--- src/verilog/sine_synth_defines.svh ---
`ifndef SINE_SYNTH_DEFINES_SVH
`define SINE_SYNTH_DEFINES_SVH

// Accumulator geometry
`define LOW_BITS        18
`define TOP_BITS        4
`define ACC_BITS        22
`define PHASE_BITS      6
`define QUAD_ADDR_BITS  4
`define MAG_BITS        8
`define SAMPLE_BITS     9
`define FIFO_DEPTH      8
// Field positions inside the six-bit phase field
`define SIGN_POS        5
`define REVERSE_POS     4
// Reset values
`define ACC_RESET       22'h000000
`define SAMPLE_RESET    9'h000
// Clock rate in Hz (2^22)
`define CLOCK_HZ        4194304

`endif

--- src/verilog/sine_synth_pkg.sv ---
package sine_synth_pkg;
   typedef logic [21:0] phase_type;
   typedef logic [8:0]  sample_type;
   typedef logic [7:0]  magnitude_type;
endpackage
--- src/verilog/sample_fifo.sv ---
`timescale 1ns/100ps
module sample_fifo #(
   parameter int WIDTH = 9,
   parameter int DEPTH = 8
) (
   input  wire logic             clock,
   input  wire logic             rst_b,
   input  wire logic [WIDTH-1:0] in_data,
   input  wire logic             in_valid,
   output logic                  in_ready,
   output logic      [WIDTH-1:0] out_data,
   output logic                  out_valid,
   input  wire logic             out_ready
);
   localparam int AW = $clog2(DEPTH);

   typedef struct packed {
      logic [AW:0]   wr;
      logic [AW:0]   rd;
   } fifo_state_type;

   fifo_state_type      st_q;
   fifo_state_type      st_d;
   logic [WIDTH-1:0]    mem [DEPTH];
   logic                push;
   logic                pop;
   logic [AW:0]         count;

   // Occupancy from pointer difference; extra bit separates full from empty
   assign count     = st_q.wr - st_q.rd;
   assign in_ready  = (count != DEPTH[AW:0]);
   assign out_valid = (count != '0);
   assign out_data  = mem[st_q.rd[AW-1:0]];
   assign push      = in_valid && in_ready;
   assign pop       = out_valid && out_ready;

   // Pointer advance
   always_comb begin
      st_d = st_q;
      if (push) begin
         st_d.wr = st_q.wr + 1'b1;
      end
      if (pop) begin
         st_d.rd = st_q.rd + 1'b1;
      end
   end

   always_ff @(posedge clock) begin
      if (!rst_b) begin
         st_q <= '0;
      end else begin
         st_q <= st_d;
      end
   end

   // Storage has no reset; empty flag hides stale words
   always_ff @(posedge clock) begin
      if (push) begin
         mem[st_q.wr[AW-1:0]] <= in_data;
      end
   end
endmodule

--- src/verilog/sine_synth.sv ---
`timescale 1ns/100ps
`include "sine_synth_defines.svh"

module sine_synth
   import sine_synth_pkg::*;
#(
   parameter int LOW_BITS  = `LOW_BITS,
   parameter int TOP_BITS  = `TOP_BITS,
   parameter int QA_BITS   = `QUAD_ADDR_BITS,
   parameter int MAG_BITS  = `MAG_BITS,
   parameter int FIFO_DEPTH = `FIFO_DEPTH
) (
   input  wire logic                clock,
   input  wire logic                rst_b,
   input  wire logic [LOW_BITS-1:0] tuning,
   input  wire logic                table_wr,
   input  wire logic [QA_BITS-1:0]  table_addr,
   input  wire logic [MAG_BITS-1:0] table_data,
   output logic      [MAG_BITS:0]   sample,
   output logic                     sample_valid,
   input  wire logic                sample_ready,
   output logic                     sample_stall
);
   import sine_synth_pkg::*;

   localparam int ACC_W   = LOW_BITS + TOP_BITS;
   localparam int PH_W    = QA_BITS + 2;
   localparam int ENTRIES = 1 << QA_BITS;
   localparam int SW      = MAG_BITS + 1;

   typedef struct packed {
      logic [LOW_BITS-1:0] low;
      logic [TOP_BITS-1:0] top;
      logic [SW-1:0]       word;
      logic                word_valid;
      logic [SW-1:0]       out;
      logic                out_valid;
      logic                stall;
   } synth_state_type;

   synth_state_type    st_q;
   synth_state_type    st_d;
   logic [MAG_BITS-1:0] quarter [ENTRIES];
   logic [LOW_BITS:0]  low_sum;
   logic [ACC_W-1:0]   acc;
   logic [PH_W-1:0]    phase;
   logic [MAG_BITS-1:0] signed_mag;
   logic [QA_BITS-1:0] qaddr;
   logic [MAG_BITS-1:0] mag;
   logic               fifo_in_ready;
   logic [SW-1:0]      fifo_data;
   logic               fifo_valid;
   logic               fifo_pop;

   // Default quarter-sine magnitudes, sampled at the middle of each step
   function automatic logic [MAG_BITS-1:0] sine_init(input int idx);
      real ang;
      ang = (idx + 0.5) * 1.5707963267948966 / ENTRIES;
      return MAG_BITS'($rtoi($sin(ang) * ((1 << MAG_BITS) - 1) + 0.5));
   endfunction

   // Quadrant fold of the within-quadrant address
   function automatic logic [QA_BITS-1:0] fold_addr(input logic [PH_W-1:0] ph);
      return ph[QA_BITS-1:0] ^ {QA_BITS{ph[PH_W-2]}};
   endfunction

   // Table loads with a sine at start-up; writes replace any entry live
   // quarter-period table
   initial begin
      for (int i = 0; i < ENTRIES; i++) begin
         quarter[i] = sine_init(i);
      end
   end
   // Plain always: the start-up load above also writes this array
   always @(posedge clock) begin
      if (table_wr) begin
         quarter[table_addr] <= table_data;
      end
   end

   // Phase field and table read
   // six top phase bits
   assign low_sum = {1'b0, st_q.low} + {1'b0, tuning};
   assign acc     = {st_q.top, st_q.low};
   assign phase   = acc[ACC_W-1 -: PH_W];
   assign qaddr   = fold_addr(phase);
   assign mag     = quarter[qaddr];

   // Sign XOR per magnitude plane; the plane count follows MAG_BITS
   // per-plane sign XOR
   for (genvar b = 0; b < MAG_BITS; b++) begin : g_plane
      assign signed_mag[b] = mag[b] ^ phase[PH_W-1];
   end

   // Next state: accumulator, sample pipeline, hand-off to the FIFO
   always_comb begin
      st_d = st_q;
      st_d.low = low_sum[LOW_BITS-1:0];
      if (low_sum[LOW_BITS]) begin
         st_d.top = st_q.top + 1'b1;
      end
      st_d.word = {phase[PH_W-1], signed_mag};
      st_d.word_valid = 1'b1;
      // A full FIFO drops the newest sample rather than freezing phase
      st_d.stall = !fifo_in_ready;
      if (fifo_pop) begin
         st_d.out = fifo_data;
         st_d.out_valid = 1'b1;
      end else if (sample_ready) begin
         st_d.out_valid = 1'b0;
      end
   end

   always_ff @(posedge clock) begin
      if (!rst_b) begin
         st_q <= '0;
      end else begin
         st_q <= st_d;
      end
   end

   // Output stage pulls a new word when empty or consumed
   assign fifo_pop = fifo_valid && (!st_q.out_valid || sample_ready);

   sample_fifo #(
      .WIDTH (SW),
      .DEPTH (FIFO_DEPTH)
   ) u_fifo (
      .clock     (clock),
      .rst_b     (rst_b),
      .in_data   (st_q.word),
      .in_valid  (st_q.word_valid),
      .in_ready  (fifo_in_ready),
      .out_data  (fifo_data),
      .out_valid (fifo_valid),
      .out_ready (fifo_pop)
   );

   assign sample       = st_q.out;
   assign sample_valid = st_q.out_valid;
   assign sample_stall = st_q.stall;

   // Accumulator and sample checks
   AST_LOW_ADD: assert property (@(posedge clock) disable iff (!rst_b)
      $past(rst_b) |-> st_q.low == LOW_BITS'($past(st_q.low) + $past(tuning)))
      else $error("low accumulator did not add tuning");
   AST_TOP_CARRY: assert property (@(posedge clock) disable iff (!rst_b)
      ($past(rst_b) && !$past(low_sum[LOW_BITS])) |-> $stable(st_q.top))
      else $error("top counter moved without carry");
   AST_TOP_STEP: assert property (@(posedge clock) disable iff (!rst_b)
      ($past(rst_b) && $past(low_sum[LOW_BITS]))
      |-> st_q.top == TOP_BITS'($past(st_q.top) + 1))
      else $error("top counter missed a carry");
   AST_SIGN: assert property (@(posedge clock) disable iff (!rst_b)
      $past(rst_b) |-> st_q.word[SW-1] == $past(phase[PH_W-1]))
      else $error("sign bit not from top phase bit");
   AST_MAG: assert property (@(posedge clock) disable iff (!rst_b)
      ($past(rst_b) && !$past(table_wr)) |->
      st_q.word[MAG_BITS-1:0] == ($past(mag) ^ {MAG_BITS{$past(phase[PH_W-1])}}))
      else $error("magnitude not XORed with sign");
   AST_FOLD: assert property (@(posedge clock) disable iff (!rst_b)
      phase[PH_W-2] |-> qaddr == ~phase[QA_BITS-1:0])
      else $error("address not reversed");
   AST_RESET: assert property (@(posedge clock)
      !rst_b |=> (st_q.low == '0 && st_q.top == '0 && !sample_valid))
      else $error("reset did not clear");
   AST_HOLD: assert property (@(posedge clock) disable iff (!rst_b)
      (sample_valid && !sample_ready) |=> ($stable(sample) && sample_valid))
      else $error("sample changed while stalled");
   AST_TABLE: assert property (@(posedge clock) disable iff (!rst_b)
      table_wr |=> quarter[$past(table_addr)] == $past(table_data))
      else $error("table write lost");

   // Top counter wraps to zero after all ones
   AST_TOP_WRAP: assert property (@(posedge clock) disable iff (!rst_b)
      ($past(rst_b) && $past(low_sum[LOW_BITS]) && $past(&st_q.top))
      |-> st_q.top == '0)
      else $error("top counter did not wrap");
   // A carry always leaves the low part below its old value
   AST_CARRY_LOW: assert property (@(posedge clock) disable iff (!rst_b)
      ($past(rst_b) && $past(low_sum[LOW_BITS]))
      |-> st_q.low < $past(st_q.low))
      else $error("carry without low wrap");
   // Without a carry the low part never falls, so no phase jump
   AST_NO_JUMP: assert property (@(posedge clock) disable iff (!rst_b)
      ($past(rst_b) && !$past(low_sum[LOW_BITS]))
      |-> st_q.low >= $past(st_q.low))
      else $error("low part fell without carry");
   // Zero tuning freezes the phase
   AST_STILL: assert property (@(posedge clock) disable iff (!rst_b)
      ($past(rst_b) && $past(tuning) == '0) |-> $stable(phase))
      else $error("phase moved with zero tuning");
   // Top phase bits are the carry counter itself
   AST_PHASE_TOP: assert property (@(posedge clock) disable iff (!rst_b)
      phase[PH_W-1 -: TOP_BITS] == st_q.top)
      else $error("phase field not from top bits");
   // Any tuning word moves at most four table steps per clock
   AST_RATE: assert property (@(posedge clock) disable iff (!rst_b)
      $past(rst_b) |-> (PH_W'(phase - $past(phase)) <= PH_W'(4)))
      else $error("too few look-ups per period");
   // First and third quarters read the table in forward order
   AST_FOLD_PASS: assert property (@(posedge clock) disable iff (!rst_b)
      !phase[PH_W-2] |-> qaddr == phase[QA_BITS-1:0])
      else $error("address reversed in forward quarter");
   // Positive half passes the table word unchanged
   AST_POS_PASS: assert property (@(posedge clock) disable iff (!rst_b)
      ($past(rst_b) && !$past(phase[PH_W-1]))
      |-> st_q.word[MAG_BITS-1:0] == $past(mag))
      else $error("positive half altered");
   // Negative half inverts every magnitude plane
   AST_NEG_INV: assert property (@(posedge clock) disable iff (!rst_b)
      ($past(rst_b) && $past(phase[PH_W-1]))
      |-> st_q.word[MAG_BITS-1:0] == ~$past(mag))
      else $error("negative half not inverted");
   // One look-up is issued on every clock out of reset
   AST_WORD_EVERY: assert property (@(posedge clock) disable iff (!rst_b)
      $past(rst_b) |-> st_q.word_valid)
      else $error("look-up skipped");
   // Reset also empties the sample pipeline and the stall flag
   AST_RESET_PIPE: assert property (@(posedge clock)
      !rst_b |=> (!st_q.word_valid && !sample_stall))
      else $error("pipeline not cleared by reset");
   // A full FIFO is flagged on the next edge
   AST_STALL_SET: assert property (@(posedge clock) disable iff (!rst_b)
      !fifo_in_ready |=> sample_stall)
      else $error("drop not flagged");
   AST_STALL_CLR: assert property (@(posedge clock) disable iff (!rst_b)
      fifo_in_ready |=> !sample_stall)
      else $error("stall flag stuck");
   // Output register loads the FIFO head when it pops
   AST_POP_LOAD: assert property (@(posedge clock) disable iff (!rst_b)
      fifo_pop |=> (sample_valid && sample == $past(fifo_data)))
      else $error("popped word not presented");
   // Accepted word with nothing behind it leaves the output empty
   AST_DRAIN: assert property (@(posedge clock) disable iff (!rst_b)
      (sample_valid && sample_ready && !fifo_valid) |=> !sample_valid)
      else $error("stale sample repeated");

   COV_REVERSE: cover property (@(posedge clock) disable iff (!rst_b)
      phase[PH_W-2] && !phase[PH_W-1]);
   COV_WRAP: cover property (@(posedge clock) disable iff (!rst_b) low_sum[LOW_BITS]);
   COV_NEG: cover property (@(posedge clock) disable iff (!rst_b) sample_valid && sample[SW-1]);
   COV_STALL: cover property (@(posedge clock) disable iff (!rst_b) sample_stall);
   COV_WRITE: cover property (@(posedge clock) disable iff (!rst_b) table_wr ##1 sample_valid);
endmodule

--- config.mk ---
export PLATFORM = sky130hd
export DESIGN_NAME = sine_synth
export DESIGN_NICKNAME = d
export VERILOG_FILES = /design/src/verilog/sine_synth_pkg.sv /design/src/verilog/sample_fifo.sv /design/src/verilog/sine_synth.sv
export VERILOG_INCLUDE_DIRS = /design/src /design/src/verilog
export SDC_FILE = /design/constraint.sdc
export NUM_CORES = 1
export LEC_CHECK = 0
export BUFFER_PORTS_ARGS = -buffer_cell sky130_fd_sc_hd__buf_2
export CAP_MARGIN = 15
export CORE_MARGIN = 1.5
export CORE_UTILIZATION = 30
export CTS_BUF_LIST = sky130_fd_sc_hd__clkbuf_8
export CTS_CLUSTER_DIAMETER = 40
export DETAILED_ROUTE_END_ITERATION = 10
export PLACE_DENSITY = 0.55
export SLEW_MARGIN = 10
export SYNTH_ARGS = -nofsm -noshare
export SYNTH_HDL_FRONTEND = slang
export SYNTH_SLANG_ARGS = --single-unit
export TNS_END_PERCENT = 1
--- constraint.sdc ---
create_clock -name clock -period 3 [get_ports clock]
set_clock_uncertainty 0.1 [all_clocks]
set_input_delay 0.3 -clock clock [delete_from_list [all_inputs] [get_ports clock]]
set_output_delay 0.3 -clock clock [all_outputs]
set_load 0.05 [all_outputs]
==> run metrics, run 1 <==
NumNets Final ~970; crit path max fanout 9; crit path DAT 2.98 ns; fin area around 13,000 um2; CTS H-tree depth 2; worst rel slew slack 42.1%; gr usage total between 10% and 20%; first-pass GRT wire length 38,800 um; RR Endpoint u_fifo.mem[4][2]; Pwr Total roughly 11 mW; Core Area 36,500 um2; FFs w/ async S/R, synth 0%; fmax 0.356 GHz; Post-DP HPWL around 16,000 um; area grow syn2layout 15.0%; Routed Antenna Nets 0; post-synthesis cell type count 57; post-synth top area share ~54%; Syn Nets roughly 900; Worst-Margin Slew ~0.86 ns; WL/cell 17.4 um; clk buf depth 3; Die X ~200 um; most frequent cells in the layout edfxtp_1 (200), nand2_1 (69), a22oi_1 (64); clock sinks around 250; CP delay by family, top simple AND/OR/NAND/NOR gates; met2 routed WL around 11,000 um; setup violators final 0; kind of critical path flop to flop; Startpoint Class flop; Power Density between 800 and 900 nW/um2; clock root cell clkbuf_8; critical path endpoint category flop; 1st-pass router iterations 5; Cells after Synth just over 800; Synth area leader edfxtp_1; # IOs 45; commonest non-fill, non-tap cell in the layout edfxtp_1; Final Slew Violations 0; post-CTS setup buffers 0; combinational share of power a little under a third; Synth Warn # 0; wire length on met3 between 1000 and 1500 um; via count between 6,000 and 7,000; syn avg cell area about 13 um2; final std cells w/o fill between 1,000 and 1,500; Metal-1 WL roughly 11,000 um; R2R Setup Slk about 0.19 ns; Seq pwr share about two fifths; CP Buf/Inv Count 2; Hold Startpoint table_data[6]; Place WS 0.220 ns; FF+latch count, synth approximately 250; clock latency on the worst-skew pair ~0.57 ns; Switching Power ~3.8 mW; RSZ-0062 raised after global routing no; Final Wtd Congestion approximately 0.84; TritonCTS clock tree yes; sequential cell area fraction in the yosys report a little under two thirds; setup TNS 0 ns; synth top area cells edfxtp_1 (54%), dfxtp_1 (9.7%), a22oi_1 (4.3%), mux2i_1 (4.1%), mux4_2 (3.7%); CP cell instances inv_1 > ha_1 > nor2b_1 > o21a_1 > or3_1 > a31oi_4 > nand2_1 > nor3b_1 > buf_4; clock power share approximately a quarter; Die Ht 195 um; switching share of power between 30% and 40%; largest net degree at the start of global routing 33; Post-synth EDFFs 200; Max Cap Viol 0; hold path cells 1; internal power a little over 7 mW; vias per cell between 4 and 5; initial drt markers about 500; number of global-route vias before repair about 7,000; GRT overflow 0; r2r startpoint u_fifo.st_q[1]; CP max stage delay roughly 0.4 ns; Setup WS post-layout 0.191 ns; DRC errors left 0; clock slew at reported path FFs about 0.060 ns; placed cell count roughly 1,300; uppermost layer routed met4; leak pwr around 4.5 nW; final hold violations 0; CP max-delay cell or3_1; status complete, no violations; Port Buffers 44; Post-Syn Area around 11,000 um2; final worst-path cycle share a little over nine tenths; Starting Density just over 30%; commonest register cell after synthesis edfxtp_1; DRT Wirelength between 20,000 and 25,000 um; initial antenna violation count 0; Final min period approximately 2.8 ns; die area between 30,000 and 40,000 um2; cts bufs inserted 45; Hold Path Sink quarter[2][6]; Critical Path RT 3.17 ns; Hold WC Path Type input pin to flop; Rows 70; Worst Reg-to-Reg Cells 9; layout cell share with drive strength beyond 1 18.0%; area post-placement about 12,000 um2; worst vdd ir between 0.3 and 0.4 mV; Ant. Diodes 0
synthesized netlist by cell type, drive strengths merged (2+ instances only):
library cell / n
o21bai: 10
nand2b: 13
nor3: 14
edfxtp: 200
xnor2: 8
a211oi: 13
mux4: 18
o211ai: 3
nor3b: 10
a21oi: 62
a22oi: 64
nand4: 3
o21ai: 21
inv: 11
o21a: 4
nor2b: 7
or3: 3
nand2: 69
nand3: 5
and3: 4
ha: 25
nor2: 54
and2: 4
mux2i: 45
xor2: 4
and3b: 2
a31oi: 4
dfxtp: 54
nor4: 9
a21boi: 9
clkbuf: 12
nand3b: 2
a21o: 9
buf: 39
power groups by stage:
stage          sequential (mW)  combinational (mW)  clock [mW]
2_1_floorplan             4.59                2.71           0
3_3_place_gp              4.73                3.51           0
3_5_place_dp              4.74                3.54           0
4_1_cts                   4.67                3.55        3.03
5_1_grt                   4.72                3.89        3.19
6_report                  4.66                3.51        2.95
routing by layer:
layer | up-vias | GRT usage, %
met1 | 3349 | 17.9
met5 | - | 0
met4 | 0 | 4.45
met2 | 231 | 21.1
met3 | 55 | 2.30
li1 | 3332 | -
registers in the layout, summed over array words and instances (netlist names), named ones only:
name	cells
acc	22
sample_stall	1
u_fifo.st_q	8
sample	9
u_fifo.mem	72
quarter	128
sample_valid	1
st_q	10
worst max-delay path by stage:
| stage | start | endpoint | depth (start not counted) |
|---|---|---|---|
| floorplan | u_fifo.st_q[5] | u_fifo.mem[4][0] | 7 |
| global placement | u_fifo.st_q[1] | u_fifo.mem[4][0] | 9 |
| detailed placement | u_fifo.st_q[1] | u_fifo.mem[4][0] | 9 |
| CTS | u_fifo.st_q[1] | u_fifo.mem[4][2] | 9 |
| global route | u_fifo.st_q[1] | u_fifo.mem[2][6] | 9 |
| finish | u_fifo.st_q[1] | u_fifo.mem[4][2] | 9 |
area by class of cell:
class / count / area, um2
Clock inverter: 35 / 198
Fill cell: 3520 / 23800
Sequential cell: 254 / 7090
Tap cell: 468 / 586
Inverter: 11 / 41.3
Multi-Input combinational cell: 510 / 3690
Timing Repair Buffer: 84 / 538
Clock buffer: 45 / 619
logic make-up after synthesis:
| family | synth area share (%) |
|---|---|
| flops | 63.9 |
| compound gates | 12.6 |
| xor+xnor | 1.01 |
| mux | 7.71 |
| buf+inv | 3.10 |
| simple gates | 8.73 |
| fa+ha+maj | 3.00 |
metrics by stage:
| step | utilization (%) | hold slack [ns] |
|---|---|---|
| 2_1_floorplan | - | 0.228 |
| 3_3_place_gp | 32.6 | 0.384 |
| 3_5_place_dp | 32.6 | 0.388 |
| 4_1_cts | 34.9 | 0.0233 |
| 5_1_grt | 34.9 | 0.0392 |
| 6_report | 34.9 | 0.0474 |
repair_timing:
action | in CTS | in global routing
resized for setup | 0 | 0
hold endpoints to repair | 2 | 0
hold buffers | 2 | 0
Note: power is estimated with default switching activity, not from simulation.
==> run 2: changes to the inputs <==
- clock period: 3 -> 2.26 ns (I/O delays scaled with it)
==> run metrics, run 2 (synthesis gave the netlist of run 1 again) <==
crit path DAT 2.61 ns (-0.37 ns); die area 38,200 um2 (unchanged); Starting Density 30.4% (unchanged); Rows 70 (unchanged); Post-DP HPWL 16,500 um (+2.3%); area post-placement 12,600 um2 (+6.0%); TritonCTS clock tree yes; DRT Wirelength 25,100 um (+2.5%); Final Slew Violations 0 (unchanged); setup violators final 75 (+75); kind of critical path flop to flop; worst vdd ir 0.468 mV (+22%); CP max-delay cell or3_4; Final min period 2.45 ns (-0.361 ns); final cell utilization of the core 37.7% (+2.8 points); leak pwr 4.95 nW (+9.9%); Power Density 1150 nW/um2 (+32%); max reg flops 128 (unchanged); GRT overflow 0 (unchanged); clk buf depth 3 (unchanged); largest net degree at the start of global routing 23 (-30%); most frequent cells in the layout edfxtp_1 (200), buf_4 (73), nand2_1 (67); CP cell instances inv_2 > ha_4 > nor2b_4 > o21a_1 > or3_4 > a31oi_4 > nand2_4 > nor3b_4 > buf_12; setup TNS -9.34 ns (-9.34 ns); NumNets Final 1,029 (+6.5%); placed cell count 1,376 (+3.8%); crit path max fanout 9 (unchanged); # IOs 45 (unchanged); gr usage total 13.3% (+0.17 points); Worst-Margin Slew 0.731 ns (-0.133 ns); vias per cell 4.91 (-0.84%); Die X 195 um (unchanged); failing checks setup timing; worst setup path startpoint u_fifo.st_q[1]; Fillers 3,462 (-1.6%); Max Cap Viol 0 (unchanged); Critical Path RT 2.42 ns (-0.75 ns); CTS H-tree depth 2 (unchanged); Setup WS post-layout -0.188 ns (-0.379 ns); fmax 0.409 GHz (+15%); fin area 13,800 um2 (+7.9%); WL/cell 17.1 um (-1.6%); Port Buffers 44 (unchanged); initial drt markers 512 (+2.6%); final hold violations 0 (unchanged); R2R Setup Slk -0.19 ns (-0.38 ns); wire length on met3 1310 um (-9.1%); via count 7,198 (+3.3%); 1st-pass router iterations 8 (+3); Hold WC Path Type input pin to flop; clock latency on the worst-skew pair 0.56 ns (about the same); critical path endpoint category flop; worst rel slew slack 51.1% (+8.9 points); final worst-path cycle share 108% (+15 points); commonest non-fill, non-tap cell in the layout edfxtp_1; Routed Antenna Nets 0 (unchanged); first-pass GRT wire length 39,300 um (+1.2%); Final Wtd Congestion 0.869 (+2.9%); number of global-route vias before repair 7,253 (+4.7%); Startpoint Class flop; RSZ-0062 raised after global routing yes; DRC errors left 0 (unchanged); final std cells w/o fill 1,466 (+4.2%); Die Ht 195 um (unchanged); Metal-1 WL 11,500 um (+2.2%); area grow syn2layout 24.1%; uppermost layer routed met4; CP max stage delay 0.38 ns (-0.03 ns); clock slew at reported path FFs 0.06 ns (about the same); met2 routed WL 11,500 um (+2.9%); Ant. Diodes 0 (unchanged); clock root cell clkbuf_8; initial antenna violation count 0 (unchanged); Core Area 36,500 um2 (unchanged); register bank with the most flops quarter; r2r startpoint u_fifo.st_q[1]; area of the multi-input gates 3970 um2 (+7.6%); Worst Reg-to-Reg Cells 9 (unchanged); status complete, but fails checks; cts bufs inserted 44 (-2.2%); Pwr Total 15.9 mW (+43%); clock sinks 254 (unchanged); Setup crit end u_fifo.mem[2][2]; layout cell share with drive strength beyond 1 26.5% (+8.5 points); RR Endpoint u_fifo.mem[2][2]; area occupied by registers 7090 um2 (+0.11%)
-- run 2: cell types whose count changed in the layout (fill, tap and decap cells not counted), moves of 6 or more --
cell and delta:
buf_12 +18, dlygate4sd3_1 +10, buf_4 +36, nor4_2 +6
nor4_1 -6
-- run 2: how the worst min path moves through the flow --
stage	slack, ns	end	cells after the start	from
final	0.04	quarter[6][4]	1	table_data[4]
after CTS	0.01	acc[3]	4	tuning[3]
after global placement	0.39	sample[5]	2	sample[5]
after global routing	0.03	quarter[15][4]	1	table_data[4]
after floorplan	0.15	st_q[11]	0	rst_b
after detailed placement	0.39	sample[7]	2	sample[7]
-- run 2: area by class of cell --
cell class                 count  share of cell area [%]
clock buffer                  46                    4.60
clock inverter                29                    1.28
tap                          468                    4.25
multi-input combinational    510                    28.8
inverter                      11                   0.300
timing repair buffer         148                    9.21
sequential                   254                    51.5
-- run 2: where the power goes --
part | leakage (nW) | switching, mW | internal [mW] | total [mW]
clock | 0.460 | 1.80 | 2.10 | 3.90
combinational | 2.21 | 3.21 | 2.67 | 5.88
sequential | 2.28 | 0.344 | 5.74 | 6.08
total | 4.95 | 5.35 | 10.5 | 15.9
-- run 2: per-layer routing --
metal / track usage [%] / up-vias
met4: 6.00 / 0
met3: 2.63 / 61
met1: 17.8 / 3481
li1: - / 3455
met2: 20.8 / 201
met5: 0 / -
-- run 2: what timing repair did --
action | CTS | global route
gates resized for setup | 8 | 37
hold endpoints to repair | 116 | 0
endpoints found under the setup margin | 93 | 107
buffers inserted | 1 | 2
pin swaps | 9 | 13
hold buffers | 12 | 0
-- run 2: worst max-delay path: cells and delay by family (launching register included) --
kind | cells | cell delay [ns]
simple gates | 4 | 0.86
buf+inv | 2 | 0.20
compound gates | 2 | 0.42
fa+ha+maj | 1 | 0.23
flops | 1 | 0.33
-- run 2: per-stage QoR --
step                      hold WS [ns]  worst slack (ns)
after floorplan                  0.154            -0.329
after global placement           0.385            -0.246
after detailed placement         0.388            -0.245
after CTS                       0.0125            -0.208
after global routing            0.0289            -0.266
final                           0.0380            -0.188
